[config.mk]
export PLATFORM = sky130hd
export DESIGN_NAME = rda_top
export DESIGN_NICKNAME = d
export VERILOG_FILES = /design/src/core/rda_pkg.sv /design/src/core/rda_sec_timer.sv /design/src/core/rda_cal_adjust.sv /design/src/core/rda_top.sv
export VERILOG_INCLUDE_DIRS = /design/src /design/src/core
export SDC_FILE = /design/constraint.sdc
export NUM_CORES = 1
export LEC_CHECK = 0
export ABC_CLOCK_PERIOD_IN_PS = 2400
export BUFFER_PORTS_ARGS = -buffer_cell sky130_fd_sc_hd__buf_2
export CAP_MARGIN = 10
export CORE_MARGIN = 2
export CORE_UTILIZATION = 40
export CTS_CLUSTER_SIZE = 25
export DETAILED_ROUTE_END_ITERATION = 8
export GPL_TIMING_DRIVEN = 0
export HOLD_SLACK_MARGIN = 0.12
export PLACE_DENSITY_LB_ADDON = 0.25
export SETUP_SLACK_MARGIN = 0.1
export SLEW_MARGIN = 20
export SYNTH_ARGS = -nofsm -noshare
export SYNTH_HDL_FRONTEND = slang
export SYNTH_SLANG_ARGS = --single-unit
[constraint.sdc]
create_clock -name pclk -period 2.4 [get_ports pclk]
set_input_delay 0.12 -clock pclk [delete_from_list [all_inputs] [get_ports pclk]]
set_output_delay 0.12 -clock pclk [all_outputs]
set_load 0.02 [all_outputs]
[src/core/rda_map.svh]
// register map, field layout and timing constants
// Functional notes
// - year holds BCD tens and ones digits
// - year writes need write unlock set
// - month tens bit 12, ones 11:8
// - day tens bits 5:4, ones 3:0
// - month/day writes need write unlock set
// - alarm minute tens 14:12, ones 11:8
// - alarm second tens 6:4, ones 3:0
// - unimplemented value bits read zero
// - signed calibration applied once per minute
// - each step is four pulses, sign selects
`ifndef RDA_MAP_SVH
`define RDA_MAP_SVH
`define RDA_ADDR_W        12
`define RDA_OFF_YEAR      12'h000
`define RDA_OFF_MONTH_DAY 12'h004
`define RDA_OFF_ALARM     12'h008
`define RDA_OFF_CFG       12'h00C
`define RDA_OFF_STATUS    12'h010
`define RDA_YEAR_MASK     16'h00FF
`define RDA_MD_MASK       16'h1F3F
`define RDA_ALARM_MASK    16'h7F7F
`define RDA_VALUE_RESET   16'h0000
`define RDA_CAL_RESET     8'h00
`define RDA_CFG_CAL       7:0
`define RDA_CFG_UNLOCK    13
`define RDA_CFG_ON        15
`define RDA_ST_SECONDS    5:0
`define RDA_ST_INSERT     8
`define RDA_ST_SKIP       9
`define RDA_ST_LEFT       25:16
`define RDA_TICKS_PER_SEC 32768
`define RDA_SEC_PER_MIN   60
`define RDA_CAL_SHIFT     2
`define RDA_STEP_ONE      1
`define RDA_STEP_INS      2
`endif

[src/core/rda_pkg.sv]
// shared types for the date, alarm and calibration block
package rda_pkg;
  typedef enum logic [1:0] {RDA_IDLE, RDA_ADD, RDA_SUB} rda_adj_type;
  typedef logic [15:0] rda_word_type;
endpackage : rda_pkg

[src/core/rda_sec_timer.sv]
// crystal prescaler with seconds and minute pulses
`timescale 1ns/10ps
`include "rda_map.svh"
module rda_sec_timer #(
  parameter int TICKS = `RDA_TICKS_PER_SEC
) (
  input  wire logic       pclk,
  input  wire logic       presetn,
  input  wire logic       run,
  input  wire logic       tick,
  input  wire logic       insert,
  input  wire logic       skip,
  output logic      [5:0] seconds,
  output logic            sec_pulse,
  output logic            min_pulse
);
  localparam int CW = $clog2(TICKS) + 1;
  logic [CW-1:0] count;
  wire           live = run && tick && !skip;
  wire  [CW-1:0] step = live ? (insert ? CW'(`RDA_STEP_INS) : CW'(`RDA_STEP_ONE)) : '0;
  wire  [CW-1:0] sum  = count + step;
  wire           wrap = sum >= CW'(TICKS);
  wire           last = seconds == 6'(`RDA_SEC_PER_MIN - 1);
  wire  [CW-1:0] next_count = wrap ? sum - CW'(TICKS) : sum;

  always_ff @(posedge pclk or negedge presetn) begin
    if (!presetn) begin
      count     <= '0;
      seconds   <= '0;
      sec_pulse <= 1'b0;
      min_pulse <= 1'b0;
    end else begin
      count     <= next_count;
      sec_pulse <= wrap;
      min_pulse <= wrap && last;
      if (wrap) begin
        seconds <= last ? 6'h00 : seconds + 6'h01;
      end
    end
  end
endmodule : rda_sec_timer

[src/core/rda_cal_adjust.sv]
// per-minute pulse insert or skip sequencer
`timescale 1ns/10ps
`include "rda_map.svh"
module rda_cal_adjust (
  input  wire logic       pclk,
  input  wire logic       presetn,
  input  wire logic       run,
  input  wire logic       tick,
  input  wire logic       start,
  input  wire logic [7:0] cal,
  output logic            insert,
  output logic            skip,
  output logic      [9:0] left
);
  rda_pkg::rda_adj_type state;
  rda_pkg::rda_adj_type next_state;
  wire       neg  = cal[7];
  wire [7:0] mag  = neg ? 8'(-cal) : cal;
  wire [9:0] load = 10'(mag) << `RDA_CAL_SHIFT;
  wire       idle = state == rda_pkg::RDA_IDLE;
  wire       go   = run && start && idle && cal != `RDA_CAL_RESET;
  wire       done = tick && left == 10'h001;

  always_comb begin
    next_state = state;
    unique case (state)
      rda_pkg::RDA_IDLE: if (go) next_state = neg ? rda_pkg::RDA_SUB : rda_pkg::RDA_ADD;
      rda_pkg::RDA_ADD,
      rda_pkg::RDA_SUB:  if (!run || done) next_state = rda_pkg::RDA_IDLE;
    endcase
  end

  assign insert = state == rda_pkg::RDA_ADD;
  assign skip   = state == rda_pkg::RDA_SUB;

  always_ff @(posedge pclk or negedge presetn) begin
    if (!presetn) begin
      state <= rda_pkg::RDA_IDLE;
      left  <= '0;
    end else begin
      state <= next_state;
      if (go) begin
        left <= load;
      end else if (!run) begin
        left <= '0;
      end else if (tick && !idle) begin
        left <= left - 10'h001;
      end
    end
  end
endmodule : rda_cal_adjust

[src/core/rda_top.sv]
// date, alarm value and crystal calibration block with apb slave
`timescale 1ns/10ps
`include "rda_map.svh"
module rda_top #(
  parameter int TICKS = `RDA_TICKS_PER_SEC
) (
  input  wire logic                   pclk,
  input  wire logic                   presetn,
  input  wire logic                   psel,
  input  wire logic                   penable,
  input  wire logic                   pwrite,
  input  wire logic [`RDA_ADDR_W-1:0] paddr,
  input  wire logic [31:0]            pwdata,
  output logic      [31:0]            prdata,
  output logic                        pready,
  output logic                        pslverr,
  input  wire logic                   crystal_tick,
  output logic                        seconds_pulse,
  output logic                        minute_pulse,
  output logic                        timer_on,
  output logic                        clock_write_unlock
);
  rda_pkg::rda_word_type year_value;
  rda_pkg::rda_word_type month_day_value;
  rda_pkg::rda_word_type alarm_minute_second_value;
  logic [7:0]            clock_config_calibration;

  // timer side
  logic [5:0] seconds;
  logic       sec_pulse;
  logic       min_pulse;
  logic       adj_insert;
  logic       adj_skip;
  logic [9:0] adj_left;

  rda_sec_timer #(
    .TICKS (TICKS)
  ) u_timer (
    .pclk      (pclk),
    .presetn   (presetn),
    .run       (timer_on),
    .tick      (crystal_tick),
    .insert    (adj_insert),
    .skip      (adj_skip),
    .seconds   (seconds),
    .sec_pulse (sec_pulse),
    .min_pulse (min_pulse)
  );

  rda_cal_adjust u_adjust (
    .pclk    (pclk),
    .presetn (presetn),
    .run     (timer_on),
    .tick    (crystal_tick),
    .start   (min_pulse),
    .cal     (clock_config_calibration),
    .insert  (adj_insert),
    .skip    (adj_skip),
    .left    (adj_left)
  );

  assign seconds_pulse = sec_pulse;
  assign minute_pulse  = min_pulse;

  // bus phases
  wire setup  = psel && !penable;
  wire access = psel && penable && pready;
  wire wr_en  = access && pwrite;

  // address decode
  wire hit_year   = paddr == `RDA_OFF_YEAR;
  wire hit_md     = paddr == `RDA_OFF_MONTH_DAY;
  wire hit_alarm  = paddr == `RDA_OFF_ALARM;
  wire hit_cfg    = paddr == `RDA_OFF_CFG;
  wire hit_status = paddr == `RDA_OFF_STATUS;
  wire mapped     = hit_year || hit_md || hit_alarm || hit_cfg || hit_status;

  // write enables, date registers gated by the unlock bit
  wire wr_year  = wr_en && hit_year && clock_write_unlock;
  wire wr_md    = wr_en && hit_md && clock_write_unlock;
  wire wr_alarm = wr_en && hit_alarm;
  wire wr_cfg   = wr_en && hit_cfg;

  // stored values keep only implemented digit bits
  wire [15:0] next_year  = pwdata[15:0] & `RDA_YEAR_MASK;
  wire [15:0] next_md    = pwdata[15:0] & `RDA_MD_MASK;
  wire [15:0] next_alarm = pwdata[15:0] & `RDA_ALARM_MASK;

  // read words
  wire [31:0] rd_year   = {16'h0000, year_value};
  wire [31:0] rd_md     = {16'h0000, month_day_value};
  wire [31:0] rd_alarm  = {16'h0000, alarm_minute_second_value};
  wire [31:0] rd_cfg    = {16'h0000, timer_on, 1'b0, clock_write_unlock, 5'h00, clock_config_calibration};
  wire [31:0] rd_status = {6'h00, adj_left, 6'h00, adj_skip, adj_insert, 2'h0, seconds};

  wire [31:0] read_word = hit_year   ? rd_year   :
                          hit_md     ? rd_md     :
                          hit_alarm  ? rd_alarm  :
                          hit_cfg    ? rd_cfg    :
                          hit_status ? rd_status : 32'h0000_0000;

  wire [31:0] next_rdata = (setup && !pwrite) ? read_word : 32'h0000_0000;

  // bus answer, one access cycle
  always_ff @(posedge pclk or negedge presetn) begin
    if (!presetn) begin
      pready  <= 1'b0;
      pslverr <= 1'b0;
      prdata  <= 32'h0000_0000;
    end else begin
      pready  <= setup;
      pslverr <= setup && !mapped;
      prdata  <= next_rdata;
    end
  end

  // date registers
  always_ff @(posedge pclk or negedge presetn) begin
    if (!presetn) begin
      year_value      <= `RDA_VALUE_RESET;
      month_day_value <= `RDA_VALUE_RESET;
    end else begin
      if (wr_year) begin
        year_value <= next_year;
      end
      if (wr_md) begin
        month_day_value <= next_md;
      end
    end
  end

  // alarm value register
  always_ff @(posedge pclk or negedge presetn) begin
    if (!presetn) begin
      alarm_minute_second_value <= `RDA_VALUE_RESET;
    end else if (wr_alarm) begin
      alarm_minute_second_value <= next_alarm;
    end
  end

  // configuration and calibration
  always_ff @(posedge pclk or negedge presetn) begin
    if (!presetn) begin
      clock_config_calibration <= `RDA_CAL_RESET;
      clock_write_unlock       <= 1'b0;
      timer_on                 <= 1'b0;
    end else if (wr_cfg) begin
      clock_config_calibration <= pwdata[`RDA_CFG_CAL];
      clock_write_unlock       <= pwdata[`RDA_CFG_UNLOCK];
      timer_on                 <= pwdata[`RDA_CFG_ON];
    end
  end

  wire [7:0] cal_mag  = clock_config_calibration[7] ? 8'(-clock_config_calibration) : clock_config_calibration;
  wire [9:0] cal_load = 10'(cal_mag) << `RDA_CAL_SHIFT;
  wire       adj_idle = !adj_insert && !adj_skip;

  // ticks spent in the current adjust
  logic [9:0] adj_ticks;

  always_ff @(posedge pclk or negedge presetn) begin
    if (!presetn) begin
      adj_ticks <= '0;
    end else if (adj_idle) begin
      adj_ticks <= '0;
    end else if (timer_on && crystal_tick) begin
      adj_ticks <= adj_ticks + 10'h001;
    end
  end
endmodule : rda_top

==> flow_metrics.tcl <==
set metrics [dict create \
    synth-edff-count 0 \
    reg2reg_slack_ns 0.16 \
    min_to "prdata[14]$_DFF_PN0_" \
    layout.cells.non_filler 753 \
    grt_pass1_wl_mm 19.1 \
    grt_usage 0.169 \
    worstMarginPinSlew_ns 0.839 \
    fin_nets 636 \
    fmax_mhz 445 \
    die_h_um 117 \
    syn_to_final_growth_pct 29.3 \
    ys_ff_latch 107 \
    detailed_place_hpwl_mm 7.84 \
    clock_path_buffers 2 \
    final_util 0.529 \
    io_pins 88 \
    antenna_cells 0 \
    required_ns 2.64 \
    critPathLaunch "u_adjust.state[1]$_DFFE_PN0P_" \
    reg2reg_depth 11 \
    grt_overflow_total 0 \
    h-tree-depth 3 \
    p_switching_uw 1030 \
    hold_violations 0 \
    gp_congestion 0.791 \
    netlist.area_leader.share 0.521 \
    min_period_over_period 0.935 \
    skew_ns 0.00790 \
    p_leak_uw 0.00319 \
    seqPwrFrac 0.474 \
    cts-root-buf "clkbuf_16" \
    avgViaCountPerCell 5.09 \
    detail-route-antenna-nets 0 \
    portBuffers 63 \
    core-area_mm2 0.0126 \
    slew_violations 0 \
    die_x_um 117 \
    holdWs_ns 0.166 \
    drive_gt1_frac 0.355 \
    cts_buffers 9 \
    syn_area_per_cell_um2 11.4 \
    start_kind "register" \
    grt_pass1_vias 3833 \
    min_path_cells 3 \
    nFillCells 1111 \
    place_inst 692 \
    path_max_fanout 4 \
    ys_top_cells_by_area "dfrtp_1 52%, mux2_2 8.8%, mux2_4 2.9%, xnor2_1 2.4%, nor2_1 2.3%" \
    fin_tns_setup_ns 0 \
    reg2reg_to "u_timer.seconds[1]$_DFFE_PN0P_" \
    cts.clk_slew.worst_paths_ns 0.07 \
    endpoint_kind "register" \
    comb_power_share 0.123 \
    synth.cell_area_mm2 0.00514 \
    seq_area_frac_synth 0.521 \
    drt-initial-drc-count 162 \
    rsz0062_at_grt "true" \
    slew-limit-headroom 0.439 \
    drv_cap 0 \
    synth.distinct_cells 63 \
    finalSetupViolations 0 \
    clock_power_share 0.402 \
    total_power_uw 4120 \
    crit_type "register to register" \
    die_area_mm2 0.0138 \
    cts_tree "yes" \
    grt_max_degree 62 \
    hp-start "paddr[2]" \
    wl_mm 11.4 \
    vias 3833 \
    cellPowerDensity_mw_per_mm2 620 \
    start_util 0.409 \
    drtPass1Iterations 4 \
    syn_inst 450 \
    synth_flop_cell "dfrtp_1" \
    synth_top_area_cell "dfrtp_1" \
    ys_warn_count 0 \
    status "completed" \
    intPower_uw 3080 \
    rows 41 \
    fin_crit_ns 2.24 \
    switching_share 0.251 \
    antenna_found_initial 0 \
    rr_startpoint "u_adjust.state[1]$_DFFE_PN0P_" \
    clock_latency_ns 0.35 \
    wire_per_inst_um 15.2 \
    ir_drop_uv 314 \
    hold_path_class "input port to register" \
    synthArstFlopShare 1.00 \
    arrival_ns 2.48 \
    cts_sinks 107 \
    drc 0 \
]
-- power groups by stage --
| stage | combinational [uW] | clock [uW] | sequential, uW |
|---|---|---|---|
| 3_5_place_dp | 418 | 0 | 1980 |
| 5_1_grt | 566 | 1770 | 1960 |
| 2_1_floorplan | 272 | 0 | 1960 |
| 4_1_cts | 465 | 1680 | 1950 |
| 3_3_place_gp | 395 | 0 | 1980 |
| 6_report | 508 | 1660 | 1950 |
-- synthesized netlist by cell type (7+ instances only) --
cell type and number:
buf_4 8, clkbuf_1 9, and3_1 8, a21oi_1 16, nand3_1 11, nor3_1 12
xnor2_1 14, nor2_1 31, mux2_2 40, and2_1 11, nor2b_1 10, nand2_1 28
xor2_1 7, o21ai_0 18, inv_1 15, dfrtp_1 107, mux2_4 10, ha_1 9
-- critical path, cell delays in order (launching register included) --
cell and delay (ns):
dfrtp_1 0.40, buf_6 0.13, ha_4 0.17, nor3_4 0.11
ha_2 0.22, buf_6 0.11, a21oi_4 0.07, nor3_4 0.18
nand3_4 0.16, xnor2_4 0.17, inv_2 0.10, mux2_2 0.33
-- registers in the layout, indices dropped and copies added, names as in the netlist --
name / cells
u_adjust.state: 2
u_timer.min_pulse: 1
pready: 1
clock_config_calibration: 8
pslverr: 1
u_adjust.left: 10
timer_on: 1
u_timer.seconds: 6
clock_write_unlock: 1
u_timer.count: 16
month_day_value: 11
alarm_minute_second_value: 14
prdata: 26
u_timer.sec_pulse: 1
year_value: 8
-- stage by stage --
step / cell area, um^2 / worst slack [ns]
finish: 6640 / 0.155
global route: 6640 / 0.0247
CTS: 6530 / 0.0867
detailed placement: 5760 / -0.385
global placement: 5730 / -0.280
floorplan: 5200 / 0.0426
-- area by class of cell --
type / count / area (um^2) / share of cell area
flip-flops and latches: 107 / 2680 / 0.403
multi-input cells: 313 / 2470 / 0.371
repair buffers: 109 / 746 / 0.112
clock buffers: 11 / 253 / 0.0380
well taps: 172 / 215 / 0.0324
plain buffers: 21 / 144 / 0.0217
clock inverters: 5 / 83.8 / 0.0126
inverters: 15 / 56.3 / 0.00847
-- cells by family (layout without fill, tap and decap cells) --
group | count (synthesis) | after routing | share of synthesized area
XOR/XNOR | 21 | 21 | 0.0358
adder cells (fa/ha/maj) | 10 | 10 | 0.0258
AND/OR/NAND/NOR | 150 | 150 | 0.162
other | 1 | 7 | 0.000730
buffers and inverters | 36 | 161 | 0.0370
flip-flops | 107 | 107 | 0.521
AO/OA/AOI/OAI | 73 | 73 | 0.0971
multiplexers | 52 | 52 | 0.121
-- worst max-delay path by stage --
stage / end / slack, ns / cells after the start
detailed placement: u_timer.seconds[0]$_DFFE_PN0P_ / -0.38 / 12
global route: u_timer.seconds[1]$_DFFE_PN0P_ / 0.02 / 11
global placement: u_timer.seconds[0]$_DFFE_PN0P_ / -0.28 / 12
CTS: u_timer.count[14]$_DFF_PN0_ / 0.09 / 9
finish: u_timer.seconds[1]$_DFFE_PN0P_ / 0.16 / 11
floorplan: u_timer.seconds[0]$_DFFE_PN0P_ / 0.04 / 12
-- per-layer routing --
| metal | vias up | global-route usage | routed length, um |
|---|---|---|---|
| li1 | 1834 | - | - |
| met1 | 1900 | 0.236 | 5440 |
| met2 | 87 | 0.269 | 5380 |
| met3 | 12 | 0.0292 | 430 |
| met4 | 0 | 0.0557 | 163 |
| met5 | - | 0 | 0 |
-- cell usage in the layout, fill, tap and decap left out, drive strengths merged, types with 8 or more instances in the layout --
cell type	count
nor2	31
nor2b	10
nand2	29
o21ai	18
clkbuf	20
ha	9
a21oi	16
and3	8
buf	102
xnor2	14
dlygate4sd3	19
inv	16
and2	11
mux2	50
nor3	14
nand3	11
dfrtp	107
-- repair_timing --
action	CTS	global route
gates resized for setup	20	14
setup endpoints to repair	21	16
setup buffers	19	7
endpoints found under the hold margin	91	0
hold buffers	19	0
pin swaps	13	5
Note: power is estimated with default switching activity, not from simulation.
